[src/rtl/magctl_defines.vh]
// Constants for the legacy-mode magnetometer measurement controller.
// Included by the controller and serial slave files; holds definitions only.
`ifndef MAGCTL_DEFINES_VH
`define MAGCTL_DEFINES_VH
// Command byte fields.
`define CMD_REG_FLAG_BIT 7
`define CMD_RW_BIT 6
`define CMD_PS_HI 6
`define CMD_PS_LO 4
`define CMD_OSCILLATOR_DIRECTION_BIT 3
`define CMD_MOT_BIT 2
`define CMD_AXIS_HI 1
`define CMD_AXIS_LO 0
// Axis codes.
`define AXIS_NOP 2'h0
`define AXIS_X 2'h1
`define AXIS_Y 2'h2
`define AXIS_Z 2'h3
// Clock-setting register fields and reset value.
`define CSR_CD_HI 2
`define CSR_CD_LO 0
`define CSR_PCS_HI 6
`define CSR_PCS_LO 4
`define CSR_WRITE_MASK 8'h77
`define CSR_RESET 8'h04
// Base cycle count for period select zero.
`define PERIOD_BASE 13'h0020
// Fixed byte shifted out during the command byte (arbitrary value).
`define CMD_ECHO_BYTE 8'h5a
// Serial frame lengths.
`define CMD_BITS 4'h8
`define RESULT_BITS 5'h10
`endif

[src/rtl/compat_mode_magnetometer_ctrl.v]
// Legacy-mode measurement controller of a three-axis magnetic sensor.
// Assumes sensor oscillator pulses arrive on a pin and are synchronised here.
// What this block does
// - Bit 7 picks measurement or register access
// - Period select gives 32 shifted by field
// - Direction bit used only in test
// - Test runs oscillator, forces comparator output
// - Test mode: no readout, next command immediately
// - Test ends on measure, clear, nop
// - Axis code: none, X, Y, Z
// - No-op axis keeps previous result
// - Bit 6 selects register read or write
// - Clock divide code 1,2,4,8,16
// - Default reference divide by sixteen
// - Period divide code reduces counted cycles
// - Result is 16-bit two's complement
// - Forward count, reverse count, difference
// - One axis per command only
// - Fixed byte out during command byte
// - Measurement continues if select released
// - Completion raises ready and idles
// - Sixteen clocks shift the result out
// - Serial clock idles low
// - Legacy only with mode input high
`timescale 1ns/1ps
`include "magctl_defines.vh"
module compat_mode_magnetometer_ctrl (
    input wire i_clock,
    input wire i_reset_n,
    input wire i_sck,
    input wire i_chip_select_n,
    input wire i_mosi,
    input wire i_clear,
    input wire i_legacy_mode,
    input wire i_sensor_osc,
    output reg o_miso,
    output reg o_miso_oe,
    output reg o_result_ready,
    output reg [2:0] o_axis_enable,
    output reg o_bias_reverse,
    output reg o_comp_enable,
    output reg o_legacy_active
);
    localparam ST_IDLE = 5'h01;
    localparam ST_FWD = 5'h02;
    localparam ST_REV = 5'h04;
    localparam ST_DONE = 5'h08;
    localparam ST_TEST = 5'h10;

    // Power-of-two decode of the clock divide field; the period divide field uses div_shift.
    function [4:0] div_decode;
        input [2:0] code;
        begin
            case (code)
                3'h0: div_decode = 5'h01;
                3'h1: div_decode = 5'h02;
                3'h2: div_decode = 5'h04;
                3'h3: div_decode = 5'h08;
                default: div_decode = 5'h10;
            endcase
        end
    endfunction

    function [2:0] div_shift;
        input [2:0] code;
        begin
            div_shift = code[2] ? 3'h4 : code;
        end
    endfunction

    // One-hot oscillator enable for an axis code; the no-op code enables nothing.
    function [2:0] axis_onehot;
        input [1:0] code;
        begin
            case (code)
                `AXIS_X: axis_onehot = 3'h1;
                `AXIS_Y: axis_onehot = 3'h2;
                `AXIS_Z: axis_onehot = 3'h4;
                default: axis_onehot = 3'h0;
            endcase
        end
    endfunction

    // ------------------------------------------------------------
    // Input synchronisers
    // ------------------------------------------------------------
    reg [1:0] sck_sync, cs_sync, mosi_sync, clear_sync, mode_sync, osc_sync;
    reg osc_prev;
    always @(posedge i_clock or negedge i_reset_n) begin
        if (!i_reset_n) begin
            sck_sync <= 2'h0;
            cs_sync <= 2'h3;
            mosi_sync <= 2'h0;
            clear_sync <= 2'h0;
            mode_sync <= 2'h0;
            osc_sync <= 2'h0;
            osc_prev <= 1'b0;
        end else begin
            sck_sync <= {sck_sync[0], i_sck};
            cs_sync <= {cs_sync[0], i_chip_select_n};
            mosi_sync <= {mosi_sync[0], i_mosi};
            clear_sync <= {clear_sync[0], i_clear};
            mode_sync <= {mode_sync[0], i_legacy_mode};
            osc_sync <= {osc_sync[0], i_sensor_osc};
            osc_prev <= osc_sync[1];
        end
    end

    wire cs_n = cs_sync[1];
    wire clear = clear_sync[1];
    wire legacy = mode_sync[1];
    wire osc_rise = osc_sync[1] & ~osc_prev;

    // ------------------------------------------------------------
    // Serial slave and reference divider
    // ------------------------------------------------------------
    reg [4:0] state;
    reg [7:0] legacy_clock_setting;
    reg [15:0] result;
    reg [15:0] load_word;
    reg load;
    wire [7:0] cmd;
    wire cmd_valid;
    wire first_edge;
    wire spi_miso;
    wire ref_tick;
    wire measuring = (state == ST_FWD) || (state == ST_REV);

    magctl_spi_slave u_spi (
        .i_clock(i_clock),
        .i_reset_n(i_reset_n),
        .i_sck(sck_sync[1]),
        .i_cs_n(cs_n | ~legacy),
        .i_mosi(mosi_sync[1]),
        .i_load_word(load_word),
        .i_load(load),
        .o_miso(spi_miso),
        .o_byte(cmd),
        .o_byte_valid(cmd_valid),
        .o_first_edge(first_edge)
    );

    magctl_clock_divider u_div (
        .i_clock(i_clock),
        .i_reset_n(i_reset_n),
        .i_run(measuring),
        .i_divisor(div_decode(legacy_clock_setting[`CSR_CD_HI:`CSR_CD_LO])),
        .o_tick(ref_tick)
    );

    // ------------------------------------------------------------
    // Command decode and measurement sequencer
    // ------------------------------------------------------------
    reg [12:0] period_target;
    reg [12:0] period_count;
    reg [15:0] fwd_time;
    reg [15:0] time_count;
    reg [4:0] out_count;
    reg reading;
    reg pending_read;
    reg pending_write;
    wire is_reg = cmd[`CMD_REG_FLAG_BIT];
    // Bytes framed during a result readout are data slots, never commands.
    wire cmd_accept = cmd_valid && legacy && !reading;
    wire [1:0] cmd_axis = cmd[`CMD_AXIS_HI:`CMD_AXIS_LO];
    wire [2:0] ps = cmd[`CMD_PS_HI:`CMD_PS_LO];
    wire [2:0] pd = legacy_clock_setting[`CSR_PCS_HI:`CSR_PCS_LO];
    // Shift form avoids a divider; 32<<0 over 16 never drops below 2 cycles.
    wire [12:0] next_target = (`PERIOD_BASE << ps) >> div_shift(pd);

    // Single sequencer guarantees only one axis measures at a time.
    always @(posedge i_clock or negedge i_reset_n) begin
        if (!i_reset_n) begin
            state <= ST_IDLE;
            legacy_clock_setting <= `CSR_RESET;
            result <= 16'h0000;
            load_word <= {`CMD_ECHO_BYTE, 8'h00};
            load <= 1'b0;
            period_target <= 13'h0000;
            period_count <= 13'h0000;
            fwd_time <= 16'h0000;
            time_count <= 16'h0000;
            out_count <= 5'h00;
            reading <= 1'b0;
            pending_read <= 1'b0;
            pending_write <= 1'b0;
            o_result_ready <= 1'b0;
            o_axis_enable <= 3'h0;
            o_bias_reverse <= 1'b0;
            o_comp_enable <= 1'b0;
            o_miso <= 1'b0;
            o_miso_oe <= 1'b0;
            o_legacy_active <= 1'b0;
        end else begin
            load <= 1'b0;
            o_legacy_active <= legacy;
            o_miso <= spi_miso;
            o_miso_oe <= ~cs_n & legacy;
            if (clear && state == ST_TEST) begin
                state <= ST_IDLE;
                o_axis_enable <= 3'h0;
                o_comp_enable <= 1'b0;
            end
            // Readout: first edge after ready clears the flag, 16 bits go out.
            if (first_edge && reading) begin
                o_result_ready <= 1'b0;
                if (out_count == `RESULT_BITS - 5'h01) begin
                    reading <= 1'b0;
                    load <= 1'b1;
                    load_word <= {`CMD_ECHO_BYTE, 8'h00};
                end
                out_count <= out_count + 5'h01;
            end
            // Register-access byte pairs with the next byte (write data or read slot).
            if (cmd_valid && legacy && pending_read) begin
                pending_read <= 1'b0;
                if (pending_write) begin
                    legacy_clock_setting <= cmd & `CSR_WRITE_MASK;
                end
                load <= 1'b1;
                load_word <= {`CMD_ECHO_BYTE, 8'h00};
            end else if (cmd_accept && (state == ST_IDLE || state == ST_TEST)) begin
                o_result_ready <= 1'b0;
                reading <= 1'b0;
                load <= 1'b1;
                if (is_reg) begin
                    // Next byte is the data slot; bits 5:0 are left undecoded.
                    pending_read <= 1'b1;
                    pending_write <= ~cmd[`CMD_RW_BIT];
                    if (cmd[`CMD_RW_BIT]) begin
                        load_word <= {legacy_clock_setting, 8'h00};
                    end else begin
                        load_word <= {`CMD_ECHO_BYTE, 8'h00};
                    end
                end else if (cmd_axis == `AXIS_NOP) begin
                    state <= ST_IDLE;
                    o_axis_enable <= 3'h0;
                    o_comp_enable <= 1'b0;
                    load_word <= result;
                    reading <= 1'b1;
                    out_count <= 5'h00;
                end else if (cmd[`CMD_MOT_BIT]) begin
                    state <= ST_TEST;
                    o_axis_enable <= axis_onehot(cmd_axis);
                    o_bias_reverse <= cmd[`CMD_OSCILLATOR_DIRECTION_BIT];
                    o_comp_enable <= 1'b1;
                    load_word <= {`CMD_ECHO_BYTE, 8'h00};
                end else begin
                    state <= ST_FWD;
                    o_axis_enable <= axis_onehot(cmd_axis);
                    o_bias_reverse <= 1'b0;
                    o_comp_enable <= 1'b0;
                    period_target <= next_target;
                    period_count <= 13'h0000;
                    time_count <= 16'h0000;
                    load_word <= {`CMD_ECHO_BYTE, 8'h00};
                end
            end
            // Select is not watched here, so releasing it cannot stop a run.
            case (state)
                ST_IDLE: begin
                end
                ST_FWD, ST_REV: begin
                    if (ref_tick) begin
                        time_count <= time_count + 16'h0001;
                    end
                    if (osc_rise) begin
                        if (period_count == period_target - 13'h0001) begin
                            period_count <= 13'h0000;
                            if (state == ST_FWD) begin
                                fwd_time <= time_count;
                                time_count <= 16'h0000;
                                o_bias_reverse <= 1'b1;
                                state <= ST_REV;
                            end else begin
                                // Wraps modulo 2^16, matching the signed range.
                                result <= fwd_time - time_count;
                                state <= ST_DONE;
                            end
                        end else begin
                            period_count <= period_count + 13'h0001;
                        end
                    end
                end
                ST_DONE: begin
                    o_result_ready <= 1'b1;
                    o_axis_enable <= 3'h0;
                    o_bias_reverse <= 1'b0;
                    load <= 1'b1;
                    load_word <= result;
                    reading <= 1'b1;
                    out_count <= 5'h00;
                    state <= ST_IDLE;
                end
                ST_TEST: begin
                end
                default: begin
                    state <= ST_IDLE;
                end
            endcase
        end
    end
    // A new command taken in the same cycle as clear wins, its assignments coming later; needs no check.
endmodule // compat_mode_magnetometer_ctrl

[src/rtl/magctl_clock_divider.v]
// Enable-pulse divider for the measurement reference clock.
// Assumes the divisor is held stable while a measurement runs.
`timescale 1ns/1ps
module magctl_clock_divider (
    input wire i_clock,
    input wire i_reset_n,
    input wire i_run,
    input wire [4:0] i_divisor,
    output reg o_tick
);
    reg [4:0] count;

    // ------------------------------------------------------------
    // Divider
    // ------------------------------------------------------------
    // One tick every divisor cycles while running; a pulse, not a clock, to stay single domain.
    always @(posedge i_clock or negedge i_reset_n) begin
        if (!i_reset_n) begin
            count <= 5'h00;
            o_tick <= 1'b0;
        end else if (!i_run) begin
            count <= 5'h00;
            o_tick <= 1'b0;
        end else if (count >= i_divisor - 5'h01) begin
            count <= 5'h00;
            o_tick <= 1'b1;
        end else begin
            count <= count + 5'h01;
            o_tick <= 1'b0;
        end
    end
endmodule // magctl_clock_divider

[src/rtl/magctl_spi_slave.v]
// Serial slave, mode 0 (clock idles low), shifting MSB first.
// Assumes serial pins are already synchronised to i_clock by the parent.
`timescale 1ns/1ps
`include "magctl_defines.vh"
module magctl_spi_slave (
    input wire i_clock,
    input wire i_reset_n,
    input wire i_sck,
    input wire i_cs_n,
    input wire i_mosi,
    input wire [15:0] i_load_word,
    input wire i_load,
    output reg o_miso,
    output reg [7:0] o_byte,
    output reg o_byte_valid,
    output reg o_first_edge
);
    reg sck_prev;
    reg [7:0] shift_in;
    reg [3:0] bit_count;
    reg [15:0] shift_out;
    reg hold_fall;
    wire rise;
    wire fall;

    assign rise = i_sck & ~sck_prev & ~i_cs_n;
    assign fall = ~i_sck & sck_prev & ~i_cs_n;

    // ------------------------------------------------------------
    // Shift engine
    // ------------------------------------------------------------
    // Sample on rising edge, present next bit on falling edge.
    always @(posedge i_clock or negedge i_reset_n) begin
        if (!i_reset_n) begin
            sck_prev <= 1'b0;
            shift_in <= 8'h00;
            bit_count <= 4'h0;
            shift_out <= {`CMD_ECHO_BYTE, 8'h00}; // The first command byte echoes too.
            hold_fall <= 1'b0;
            o_miso <= 1'b0;
            o_byte <= 8'h00;
            o_byte_valid <= 1'b0;
            o_first_edge <= 1'b0;
        end else begin
            sck_prev <= i_sck;
            o_byte_valid <= 1'b0;
            o_first_edge <= rise;
            if (i_cs_n) begin
                bit_count <= 4'h0; // A released select restarts byte framing.
            end
            // A word loaded after the closing rise must survive the closing fall.
            if (rise) begin
                hold_fall <= 1'b0;
            end
            if (i_load) begin
                shift_out <= i_load_word;
                o_miso <= i_load_word[15];
                hold_fall <= 1'b1;
            end else if (fall && !hold_fall) begin
                shift_out <= {shift_out[14:0], 1'b0};
                o_miso <= shift_out[14];
            end
            if (rise) begin
                shift_in <= {shift_in[6:0], i_mosi};
                if (bit_count == `CMD_BITS - 4'h1) begin
                    bit_count <= 4'h0;
                    o_byte <= {shift_in[6:0], i_mosi};
                    o_byte_valid <= 1'b1;
                end else begin
                    bit_count <= bit_count + 4'h1;
                end
            end
        end
    end
endmodule // magctl_spi_slave
[config.mk]
export PLATFORM = sky130hd
export DESIGN_NAME = compat_mode_magnetometer_ctrl
export DESIGN_NICKNAME = d
export VERILOG_FILES = /design/src/rtl/compat_mode_magnetometer_ctrl.v /design/src/rtl/magctl_clock_divider.v /design/src/rtl/magctl_spi_slave.v
export VERILOG_INCLUDE_DIRS = /design/src /design/src/rtl
export SDC_FILE = /design/constraint.sdc
export NUM_CORES = 1
export LEC_CHECK = 0
export BUFFER_PORTS_ARGS = -buffer_cell sky130_fd_sc_hd__clkbuf_2
export CAP_MARGIN = 0
export CORE_MARGIN = 4
export CORE_UTILIZATION = 57
export DETAILED_ROUTE_END_ITERATION = 6
export GPL_TIMING_DRIVEN = 0
export MAX_ROUTING_LAYER = met4
export PLACE_DENSITY = 0.76
export SLEW_MARGIN = 5
export SYNTH_ARGS = -nofsm -noshare
export SYNTH_HDL_FRONTEND = slang
export SYNTH_SLANG_ARGS = --single-unit
[constraint.sdc]
create_clock -name i_clock -period 3.12 [get_ports i_clock]
set_input_delay 0.156 -clock i_clock [delete_from_list [all_inputs] [get_ports i_clock]]
set_output_delay 0.156 -clock i_clock [all_outputs]
set_load 0.005 [all_outputs]
==> flow_metrics.env <==
export IMPL_slew_violations=0
export IMPL_yosysSeqAreaShare_pct=51.01
export IMPL_cts_sinks=177
export IMPL_fin_crit_sh_pct=98.46
export IMPL_fin_cells=1094
export IMPL_avgSynthCellArea_sq_um=10.40
export IMPL_io_pins=17
export IMPL_cts_buffers=17
export IMPL_status="finished clean"
export IMPL_antenna_found_initial=0
export IMPL_setup_violations=0
export IMPL_drive_above_1_share_pct=16.48
export IMPL_drt_iter0_markers=522
export IMPL_fin_crit_ps=3072
export IMPL_num_vias=6534
export IMPL_p_per_area_nw_per_um2=458.2
export IMPL_synth_top_flop_cell="dfrtp_1"
export IMPL_cp_arrival_ps=3390
export IMPL_clock_fmax_ghz=0.3255
export IMPL_cts_root_buf="clkbuf_16"
export IMPL_fin_nets=932
export IMPL_grt_pass1_wl_microns=32840
export IMPL_end_kind="register"
export IMPL_timing_critical_path_from="period_target[2]$_DFFE_PN0P_"
export IMPL_port_buffers=16
export IMPL_yosys_register_bits=177
export IMPL_die_area_sq_um=17330
export IMPL_routabilityCongestion=0.9071
export IMPL_r2r_start="period_target[2]$_DFFE_PN0P_"
export IMPL_r2r_cells=10
export IMPL_clk_latency_ps=440
export IMPL_grt_use_total_pct=23.80
export IMPL_maxCapViolCount=0
export IMPL_grt_max_degree=102
export IMPL_endpoint="fwd_time[3]$_DFFE_PN0P_"
export IMPL_initial_utilization_pct=59.05
export IMPL_area_growth_pct=15.31
export IMPL_die_h_microns=131.6
export IMPL_reg2reg_to="fwd_time[3]$_DFFE_PN0P_"
export IMPL_grt_pass1_vias=6695
export IMPL_tightest_slew_ps=1231
export IMPL_clk_path_buf_depth=2
export IMPL_hold_class="input pin to register"
export IMPL_syn_num_nets=873
export IMPL_viasPerCell=5.973
export IMPL_p_leak_nw=4.680
export IMPL_yosys_area_top_type="dfrtp_1"
export IMPL_synth_top_area_share_pct=47.39
export IMPL_routed_wl_microns=18980
export IMPL_required_ps=3440
export IMPL_rsz0062_at_grt="true"
export IMPL_finalSetupTns_ps=0
export IMPL_ys_top_cells_by_count="165 x dfrtp_1, 81 x nand2_1, 60 x nor2_1"
export IMPL_peakVddDrop_mv=0.4592
export IMPL_crit_fanout=9
export IMPL_drtAntennaViolNets=0
export IMPL_drc=0
export IMPL_startpoint_type="register"
export IMPL_path_class="register to register"
export IMPL_synth_warnings=0
export IMPL_rows=44
export IMPL_synth_cell_types=64
export IMPL_async_flop_share_pct=100.0
export IMPL_antenna_cells=0
export IMPL_wire_per_inst_microns=17.35
export IMPL_slew_headroom_pct=15.83
export IMPL_core_sq_um=14750
export IMPL_synth_edff_count=0
export IMPL_die_x_microns=131.6
export IMPL_h_tree_depth=4
export IMPL_netlist_top_cells_area="dfrtp_1 47%, mux2_2 4.5%, ha_1 3.7%"
export IMPL_dpl_hpwl_microns=13210
export IMPL_first_pass_iters=5
export IMPL_reg2reg_slack_ps=50
export IMPL_clock_skew_final_ps=13.14
export IMPL_netlist_area_sq_um=8712
export IMPL_synthesis_instances=838
export IMPL_overflow=0
export IMPL_clkTransAtPathRegs_ps=80
export IMPL_cts_tree="yes"
export IMPL_hold_viol_final=0
export IMPL_dp_cells=1039
export IMPL_yosysMostFrequentCell="dfrtp_1"
## stage by stage
step                power [mW]  utilization (%)  setup slack (ps)  hold slack (ps)  area (sq um)
finish                   4.603            68.09             48.11            350.7         10050
global route             4.769            68.09            -66.37            346.5         10050
CTS                      4.639            67.32             4.147            334.6          9932
detailed placement       2.490            61.40            -505.6            245.9          9059
global placement         2.477            61.15             -1096            244.5          9022
floorplan                2.420                -             62.41           -139.6          8712
## cell type report
type                    count  area (sq um)
plain buffers              30         150.1
clock buffers              17         425.4
clock inverters            15         207.7
fillers                  1121          4708
inverters                  35         131.4
multi-input cells         595          4121
flip-flops and latches    177          4446
well taps                 184         230.2
repair buffers             41         334.1
## layout by cell type (no fill, tap or decap), types with 8 or more instances in the layout
| master | count |
|---|---|
| mux2_2 | 35 |
| nand2_1 | 81 |
| nand3_1 | 21 |
| xnor2_1 | 31 |
| ha_1 | 25 |
| clkinv_8 | 9 |
| clkbuf_16 | 17 |
| nand2b_1 | 23 |
| mux2i_1 | 21 |
| nor2b_1 | 15 |
| clkbuf_1 | 22 |
| clkbuf_2 | 16 |
| dfstp_2 | 12 |
| a21oi_1 | 38 |
| buf_4 | 15 |
| nand4_1 | 8 |
| xor2_1 | 13 |
| and3_1 | 12 |
| mux2_1 | 9 |
| nor3_1 | 28 |
| inv_1 | 33 |
| dfrtp_1 | 164 |
| a31oi_1 | 11 |
| o21ai_0 | 53 |
| nor2_1 | 60 |
| a22o_1 | 14 |
## sequential cells by signal, summed over array words and instances (netlist names), 6 cells and up
| register | count |
|---|---|
| period_target | 13 |
| result | 16 |
| u_spi.o_byte | 8 |
| u_spi.shift_in | 7 |
| fwd_time | 16 |
| period_count | 13 |
| legacy_clock_setting | 6 |
| time_count | 16 |
| load_word | 16 |
| u_spi.shift_out | 15 |
## critical path: stages, from the launching register on
cell and delay, ps:
dfrtp_2 460, or4_4 510, or4_4 450, a21oi_2 130
a311oi_2 70, a211oi_2 420, nand3_4 150, nor3_4 190
buf_12 140, buf_8 120, mux2_1 320
## worst min path at each step
stage	start	endpoint	slack, ps	cells past startpoint
5_1_grt	i_chip_select_n	cs_sync[0]$_DFF_PN1_	350	2
6_report	i_chip_select_n	cs_sync[0]$_DFF_PN1_	350	2
2_1_floorplan	i_reset_n	clear_sync[0]$_DFF_PN0_	-140	0
4_1_cts	i_chip_select_n	cs_sync[0]$_DFF_PN1_	330	2
3_5_place_dp	i_chip_select_n	cs_sync[0]$_DFF_PN1_	250	1
3_3_place_gp	i_chip_select_n	cs_sync[0]$_DFF_PN1_	240	1
## cells by family after synthesis
family	synth area share, %
simple gates	16.62
flops	51.01
compound gates	12.42
mux	8.488
buf+inv	3.073
xor+xnor	4.423
fa+ha+maj	3.964
## per-layer routing
metal	GRT usage [%]	share of wire, %	vias to the layer above
li1	-	-	3112
met1	31.11	46	3216
met2	37.39	48	165
met3	4.740	4.1	41
met4	8.343	2.3	0
met5	-	0	-
## power by group
group / leakage, nW / switching, mW / internal [mW]
Combinational: 1.99 / 0.0605 / 0.0370
Clock: 0.300 / 1.05 / 1.10
Sequential: 2.39 / 0.0230 / 2.33
Total: 4.68 / 1.14 / 3.46
## repair_timing
action,4_1_cts,5_1_grt
hold endpoints to repair,95,0
resized for setup,22,21
endpoints found under the setup margin,70,53
setup buffers,8,8
pin swaps,4,6
hold buffers,7,0
cloned,1,0
Power figures use the tool's default switching activity.
